[src/inc/tpcs_pkg.sv]
package tpcs_pkg;

  // command byte framing, counted in serial clock rising edges
  localparam int unsigned CMD_BITS      = 8;
  localparam logic [3:0]  RX_CNT_CHAN   = 4'h4;  // edge 5 starts acquisition
  localparam logic [3:0]  RX_CNT_LAST   = 4'h7;  // edge 8 ends the byte
  localparam int unsigned ACQ_CLKS      = 3;
  localparam logic [1:0]  ACQ_LAST_EDGE = 2'h2;

  // field positions of the command byte
  localparam int unsigned CMD_SER_BIT   = 2;
  localparam int unsigned CMD_PD_LSB    = 0;

  // channel and power-down codes
  localparam logic [2:0]  CH_Y          = 3'h1;
  localparam logic [2:0]  CH_X          = 3'h5;
  localparam logic [1:0]  PD_IRQ        = 2'h0;
  localparam logic [1:0]  PD_ON         = 2'h3;

  // converter
  localparam int unsigned RES_W         = 12;
  localparam logic [3:0]  CONV_LAST     = 4'hB;  // 12 steps, one per edge
  localparam logic [3:0]  SAR_MSB       = 4'hB;

  // reset values
  localparam logic [1:0]  PD_RST        = 2'h0;
  localparam logic [2:0]  CH_RST        = 3'h0;
  localparam logic [3:0]  DRV_OFF       = 4'h0;

  // driver vector order {y_plus, y_minus, x_plus, x_minus}
  localparam logic [3:0]  DRV_Y         = 4'hC;
  localparam logic [3:0]  DRV_X         = 4'h3;

  typedef enum logic [1:0] {
    TPCS_IDLE,
    TPCS_ACQ,
    TPCS_CONV,
    TPCS_HOLD
  } tpcs_state_e;

  // channel code to panel drivers; other codes are plain inputs
  function automatic logic [3:0] tpcs_drv(input logic [2:0] chan);
    tpcs_drv = DRV_OFF;
    if (chan == CH_Y) begin
      tpcs_drv = DRV_Y;
    end else if (chan == CH_X) begin
      tpcs_drv = DRV_X;
    end
  endfunction

endpackage

[src/inc/tpcs_sar_if.sv]
`timescale 1ns/100ps
interface tpcs_sar_if;
  import tpcs_pkg::*;
  logic             start;
  logic             step;
  logic             comp;
  logic [RES_W-1:0] code;
  logic [RES_W-1:0] result;
  logic             done;

  modport ctrl (output start, output step, output comp,
                input code, input result, input done);
  modport sar  (input start, input step, input comp,
                output code, output result, output done);
endinterface

[src/verilog/tpcs_sar.sv]
`timescale 1ns/100ps
module tpcs_sar
  import tpcs_pkg::*;
(
  // clock and reset
  input  wire logic i_core_clk,
  input  wire logic i_resetn,
  // sequencer side
  tpcs_sar_if.sar   sif
);

  logic [3:0] idx_ff;

  // one bit decided per step, msb first
  always_ff @(posedge i_core_clk or negedge i_resetn) begin
    if (!i_resetn) begin
      sif.code   <= '0;
      sif.result <= '0;
      sif.done   <= 1'b0;
      idx_ff     <= SAR_MSB;
    end else begin
      sif.done <= 1'b0;
      if (sif.start) begin
        sif.code          <= '0;
        sif.code[SAR_MSB] <= 1'b1;
        idx_ff            <= SAR_MSB;
      end else if (sif.step) begin
        sif.code[idx_ff] <= sif.comp;
        if (idx_ff != 4'h0) begin
          sif.code[idx_ff - 4'h1] <= 1'b1;
          idx_ff                  <= idx_ff - 4'h1;
        end else begin
          sif.result    <= {sif.code[RES_W-1:1], sif.comp};
          sif.done      <= 1'b1;
        end
      end
    end
  end

endmodule

[src/verilog/tpcs_seq.sv]
`timescale 1ns/100ps
module tpcs_seq
  import tpcs_pkg::*;
(
  // clock and reset
  input  wire logic             i_core_clk,
  input  wire logic             i_resetn,
  // serial command port from the host
  input  wire logic             i_cs_n,
  input  wire logic             i_sclk,
  input  wire logic             i_din,
  // comparator: panel voltage at or above trial code
  input  wire logic             i_cmp_hi,
  // panel drivers {y_plus, y_minus, x_plus, x_minus}
  output logic      [3:0]       o_drv,
  // analog front end control
  output logic                  o_sample_track,
  output logic                  o_ref_ratio,
  output logic                  o_powered,
  output logic                  o_touch_detect_irq_en,
  output logic      [RES_W-1:0] o_sar_code,
  // conversion result
  output logic                  o_converting,
  output logic      [RES_W-1:0] o_result,
  output logic                  o_result_valid
);

  tpcs_sar_if sif ();

  tpcs_state_e state_ff;
  logic        sclk_q_ff;
  logic [3:0]  rx_cnt_ff;
  logic [6:0]  rx_sh_ff;
  logic [2:0]  chan_ff;
  logic        ser_ff;
  logic [1:0]  pd_ff;
  logic [3:0]  conv_cnt_ff;
  logic [1:0]  acq_edge_ff;
  logic        sclk_rise;
  logic        acq_go;
  logic        byte_end;
  logic        conv_end;

  // inputs are synchronous; a rising serial clock paces everything
  assign sclk_rise = i_sclk & ~sclk_q_ff;
  assign acq_go    = sclk_rise & ~i_cs_n & (rx_cnt_ff == RX_CNT_CHAN);
  assign byte_end  = sclk_rise & ~i_cs_n & (rx_cnt_ff == RX_CNT_LAST);
  assign conv_end  = sclk_rise & (state_ff == TPCS_CONV)
                   & (conv_cnt_ff == CONV_LAST);

  always_ff @(posedge i_core_clk or negedge i_resetn) begin
    if (!i_resetn) begin
      sclk_q_ff <= 1'b0;
    end else begin
      sclk_q_ff <= i_sclk;
    end
  end

  // command receiver: waits for a start bit, then counts seven more
  always_ff @(posedge i_core_clk or negedge i_resetn) begin
    if (!i_resetn) begin
      rx_cnt_ff <= 4'h0;
      rx_sh_ff  <= '0;
    end else if (i_cs_n) begin
      rx_cnt_ff <= 4'h0;
    end else if (sclk_rise) begin
      if (rx_cnt_ff != 4'h0 || i_din) begin
        rx_sh_ff  <= {rx_sh_ff[5:0], i_din};
        rx_cnt_ff <= (rx_cnt_ff == RX_CNT_LAST) ? 4'h0 : rx_cnt_ff + 4'h1;
      end
    end
  end

  // sequencer and the settings latched from each command
  always_ff @(posedge i_core_clk or negedge i_resetn) begin
    if (!i_resetn) begin
      state_ff    <= TPCS_IDLE;
      chan_ff     <= CH_RST;
      ser_ff      <= 1'b0;
      pd_ff       <= PD_RST;
      conv_cnt_ff <= 4'h0;
      acq_edge_ff <= 2'h0;
    end else begin
      unique case (state_ff)
        TPCS_IDLE, TPCS_HOLD: begin
          if (acq_go) begin
            state_ff    <= TPCS_ACQ;
            chan_ff     <= rx_sh_ff[2:0];
            acq_edge_ff <= 2'h0;
          end else if (state_ff == TPCS_HOLD && rx_cnt_ff == 4'h0) begin
            state_ff <= TPCS_IDLE;   // follow-on command abandoned
          end
        end
        TPCS_ACQ: begin
          if (byte_end) begin
            // third edge of acquisition: hold and convert
            state_ff    <= TPCS_CONV;
            ser_ff      <= rx_sh_ff[CMD_SER_BIT-1];
            pd_ff       <= {rx_sh_ff[0], i_din};
            conv_cnt_ff <= 4'h0;
          end else if (rx_cnt_ff == 4'h0) begin
            state_ff <= TPCS_IDLE;   // select dropped mid-byte
          end else if (sclk_rise) begin
            acq_edge_ff <= acq_edge_ff + 2'h1;
          end
        end
        TPCS_CONV: begin
          if (conv_end) begin
            // a differential follow-on already arriving keeps the panel
            if (!ser_ff && rx_cnt_ff != 4'h0) begin
              state_ff <= TPCS_HOLD;
            end else begin
              state_ff <= TPCS_IDLE;
            end
          end else if (sclk_rise) begin
            conv_cnt_ff <= conv_cnt_ff + 4'h1;
          end
        end
      endcase
    end
  end

  // panel drivers; registered so the pins never glitch on decode
  always_ff @(posedge i_core_clk or negedge i_resetn) begin
    if (!i_resetn) begin
      o_drv <= DRV_OFF;
    end else if ((state_ff == TPCS_IDLE || state_ff == TPCS_HOLD)
                 && acq_go) begin
      o_drv <= tpcs_drv(rx_sh_ff[2:0]);
    end else if (state_ff == TPCS_ACQ && byte_end
                 && rx_sh_ff[CMD_SER_BIT-1]) begin
      o_drv <= DRV_OFF;
    end else if (state_ff == TPCS_ACQ && rx_cnt_ff == 4'h0) begin
      o_drv <= DRV_OFF;
    end else if (state_ff == TPCS_HOLD && rx_cnt_ff == 4'h0) begin
      o_drv <= DRV_OFF;
    end else if (conv_end && (ser_ff || rx_cnt_ff == 4'h0)) begin
      o_drv <= DRV_OFF;
    end
  end

  // front end: track, reference, bias and touch interrupt enable
  always_ff @(posedge i_core_clk or negedge i_resetn) begin
    if (!i_resetn) begin
      o_sample_track        <= 1'b0;
      o_ref_ratio           <= 1'b0;
      o_powered             <= 1'b0;
      o_touch_detect_irq_en <= 1'b1;
      o_converting          <= 1'b0;
    end else begin
      o_sample_track <= (state_ff == TPCS_ACQ);
      o_converting   <= (state_ff == TPCS_CONV);
      o_ref_ratio    <= (state_ff == TPCS_CONV) && !ser_ff;
      // bias stays up in idle only for the always-on code
      o_powered      <= (state_ff != TPCS_IDLE) || (pd_ff == PD_ON);
      o_touch_detect_irq_en <= (state_ff == TPCS_IDLE)
                             && (pd_ff == PD_IRQ);
    end
  end

  // successive approximation, one step per serial edge of conversion
  assign sif.start  = (state_ff == TPCS_ACQ) && byte_end;
  assign sif.step   = (state_ff == TPCS_CONV) && sclk_rise;
  assign sif.comp   = i_cmp_hi;
  assign o_sar_code = sif.code;

  tpcs_sar u_sar (
    .i_core_clk (i_core_clk),
    .i_resetn   (i_resetn),
    .sif        (sif)
  );

  always_ff @(posedge i_core_clk or negedge i_resetn) begin
    if (!i_resetn) begin
      o_result       <= '0;
      o_result_valid <= 1'b0;
    end else begin
      o_result_valid <= sif.done;
      if (sif.done) begin
        o_result <= sif.result;
      end
    end
  end
endmodule

[config.mk]
export PLATFORM = sky130hd
export DESIGN_NAME = tpcs_seq
export DESIGN_NICKNAME = d
export VERILOG_FILES = /design/src/inc/tpcs_pkg.sv /design/src/inc/tpcs_sar_if.sv /design/src/verilog/tpcs_sar.sv /design/src/verilog/tpcs_seq.sv
export SDC_FILE = /design/constraint.sdc
export NUM_CORES = 1
export LEC_CHECK = 0
export ABC_AREA = 1
export BUFFER_PORTS_ARGS = -buffer_cell sky130_fd_sc_hd__buf_4
export CAP_MARGIN = 20
export CELL_PAD_IN_SITES_DETAIL_PLACEMENT = 0
export CELL_PAD_IN_SITES_GLOBAL_PLACEMENT = 2
export CORE_MARGIN = 4
export CORE_UTILIZATION = 37
export CTS_BUF_LIST = sky130_fd_sc_hd__clkbuf_4 sky130_fd_sc_hd__clkbuf_8
export DETAILED_ROUTE_END_ITERATION = 16
export MAX_ROUTING_LAYER = met4
export PLACE_DENSITY_LB_ADDON = 0.05
export SLEW_MARGIN = 20
export SYNTH_ARGS = -nofsm -noshare
export SYNTH_HDL_FRONTEND = slang
export SYNTH_SLANG_ARGS = --single-unit
[constraint.sdc]
create_clock -name i_core_clk -period 1.85 [get_ports i_core_clk]
set_input_delay 0.2775 -clock i_core_clk [delete_from_list [all_inputs] [get_ports i_core_clk]]
set_output_delay 0.2775 -clock i_core_clk [all_outputs]
set_load 0.1 [all_outputs]
==> out/metrics.cfg <==
[outcome]
outcome = finished, final reports clean

[global_routing]
grt_antenna_before_repair = 0
grt_pass1_vias = 2541
grt_max_degree = 43
gr-usage-all-layers_pct = 15.87
grt_pass1_wl_um = 12530
grt_overflow = 0

[route]
route.vias.total = 2599
vias_per_cell = 4.760
wire_per_inst_um = 13.85
wl_um = 7564
first_iter_violations = 50
ant_nets = 0
drt-pass1-iter-count = 4
drc = 0

[place]
placed_area_sq_um = 3802
placedCellCount = 526
dpl.hpwl_um = 5573
gp_congestion = 0.9191
io_buffers = 39

[critical_path]
cp_common_cell = nand2_1
rrSetupSlack_ns = 0.17
r2r-start = u_sar.idx_ff[0]
crit_arrival_ns = 1.97
crit_type = flop to flop
startpoint_type = flop
ff2ff_path_depth = 11
worstPathMaxFanout = 6
endpoint_kind = flop
cp_slowest_stage_delay_ns = 0.60
worstPathRequired_ns = 2.13
r2r-end = u_sar.sif.code[10]
crit_chain = inv_2 > ha_1 > inv_1 > nand2_1 > nand2_2 > inv_2 > a21oi_4 > nand2_1 > nand2_1 > nand2_1 > nand2_1
slowest_stage = dfstp_2

[yosys]
yosysSeqAreaShare_pct = 49.20
avgSynthCellArea_sq_um = 8.884
synth_area_sq_um = 3367
ys_types = 35
ys_seq_elements = 66
synthCells = 379
synth_top_area_share_pct = 46.08
synth_largest_area_cell = dfrtp_1
yosys_warnings = 0
synthTopCellsByArea = dfrtp_1 46%, nand2_1 15%, ha_1 5.6%
synth_fp_nets = 400

[pwr]
p_per_area_nw_per_um2 = 764.0
p_total_mw = 3.120
ir_drop_v = 0.0003333
p_leak_nw = 2.146

[sta]
period_minus_slack_ns = 1.685
finalSetupViolCount = 0
fmax_mhz = 593.6
maxSlewViolCount = 0
tns_ns = 0
fin_crit_sh_pct = 91.06
report.final.hold_viol_count = 0
worst_pin_slew_ns = 0.5173
finClkSkew_ns = 0.01339
grt_setup_unrepaired = no
timing.hold.ws_ns = 0.05812
maxSlewHeadroom_pct = 65.51

[clock_tree]
insertion_delay_ns = 0.35
clock-sinks = 66
cts_buffers = 9
cts_tree = built
clockBufferDepth = 2
cts_max_level = 3
clk_pin_slew_ns = 0.09
ctsRootBufferMaster = clkbuf_8

[die]
fp.dieW_um = 103.4
core_sq_um = 8806
fp-row-count = 34
start_util_pct = 38.24
io_pins = 40
die_h_um = 103.4
dieArea_sq_um = 10690

[hold_path]
hold_path_depth = 1
whs_endpoint = sclk_q_ff
hp-start = i_sclk
worstHoldPathType = primary input to flop

[cells_and_area]
syn_to_final_growth_pct = 21.29
nets = 454
diodes = 0
fillers = 913
finalInstanceArea_sq_um = 4084
stdcell_count = 546
drive_gt1_share_pct = 26.26

[run]
cap_viol_max_count = 0

flip-flops by register name, summed over array words and instances (netlist names):
signal and cells:
o_sample_track 1, u_sar.sif.done 1, conv_cnt_ff 4, o_drv 2, o_result_valid 1, u_sar.sif.result 12, o_touch_detect_irq_en 1, o_result 12
rx_cnt_ff 4, u_sar.sif.code 12, o_converting 1, o_ref_ratio 1, pd_ff 2, rx_sh_ff 3, state_ff 2, ser_ff 1
u_sar.idx_ff 4, sclk_q_ff 1, o_powered 1
worst max-delay path, delay by kind of cell (launching register included):
| family | cells | cell delay, ns |
|---|---|---|
| fa+ha+maj | 1 | 0.23 |
| compound gates | 1 | 0.16 |
| flops | 1 | 0.60 |
| buf+inv | 3 | 0.23 |
| simple gates | 6 | 0.42 |
cell families (layout without fill, tap and decap cells):
group           count (synthesis)  count (layout)  share of synthesized area [%]
simple gates                  188             188                          25.05
flops                          66              66                          49.20
buf+inv                        50             109                          6.689
compound gates                 37              37                          6.355
mux                            19              19                          6.094
fa+ha+maj                      15              15                          5.574
xor+xnor                        4               4                          1.041
routing by layer:
metal  global-route usage, %  vias to the layer above  part of all wire [%]
li1                        -                     1315                     -
met5                       -                        -                     0
met4                   5.876                        0                   1.7
met1                   19.00                     1227                    44
met3                   3.018                       15                   3.7
met2                   26.52                       42                    51
final cells by class:
cell class                      count  area, sq um  area share (%)
Inverter                           42        160.2           3.922
Tap cell                          108        135.1           3.309
Sequential cell                    66         1657           40.56
Multi-Input combinational cell    263         1485           36.37
Clock inverter                      7        125.1           3.064
Timing Repair Buffer               51        397.9           9.743
Clock buffer                        9        123.9           3.033
power by group:
group	switching [mW]	internal (mW)
clock network	0.621	0.907
registers	0.0210	1.46
logic	0.0716	0.0349
how the worst max path moves through the flow:
stage | start | end | slack, ns | cells past startpoint
finish | u_sar.idx_ff[0] | u_sar.sif.code[10] | 0.17 | 11
global route | rx_cnt_ff[0] | u_sar.sif.result[11] | 0.008 | 10
CTS | u_sar.idx_ff[0] | u_sar.sif.code[10] | 0.06 | 11
detailed placement | u_sar.idx_ff[0] | u_sar.sif.code[10] | 0.11 | 11
global placement | u_sar.idx_ff[0] | u_sar.sif.code[9] | 0.16 | 11
floorplan | o_drv[1] | o_drv[1] | 0.23 | 1
cells in the mapped netlist:
library cell	n
a21oi_1	6
a21oi_4	1
buf_2	1
buf_4	3
buf_6	3
clkbuf_1	1
dfrtp_1	62
dfstp_2	4
ha_1	15
inv_1	34
inv_2	7
inv_4	1
mux2_2	12
mux2i_1	7
nand2_1	131
nand2_2	4
nand2_4	1
nand2_8	1
nand3_1	18
nand3_2	3
nand4_1	6
nor2_1	11
nor2_2	6
nor2_4	3
nor3_1	1
nor3b_1	1
o211ai_1	2
o21ai_0	20
o21ai_1	3
o21ai_2	2
o22ai_1	2
o31ai_1	1
or2_2	2
xnor2_1	1
xor2_1	3
per-stage QoR:
step           utilization [%]  setup slack (ns)
4_1_cts                  46.12           0.06498
3_5_place_dp             43.18            0.1071
6_report                 46.38            0.1654
5_1_grt                  46.38          0.008210
2_1_floorplan                -            0.2325
3_3_place_gp             43.18            0.1647
repair_timing:
| item | CTS | global route |
|---|---|---|
| setup buffers | 0 | 3 |
| setup endpoints to repair | 0 | 9 |
| resized for setup | 0 | 2 |
| hold buffers | 1 | 0 |
| endpoints found under the hold margin | 20 | 0 |
placed cells by master, fill, tap and decap left out, types with 3 or more instances in the layout:
cell type  instances
mux2_2            12
inv_2              9
nor2_1            11
dfstp_2            4
nand2_2            4
nand3_2            3
nand2_1          131
dfrtp_1           62
clkinv_4           3
nor2_2             6
o21ai_1            3
nor2_4             3
nand3_1           18
mux2i_1            7
inv_1             32
clkbuf_8           9
buf_4             49
bufinv_16          3
ha_1              15
o21ai_0           20
a21oi_1            6
nand4_1            6
xor2_1             3
Power figures use the tool's default switching activity.
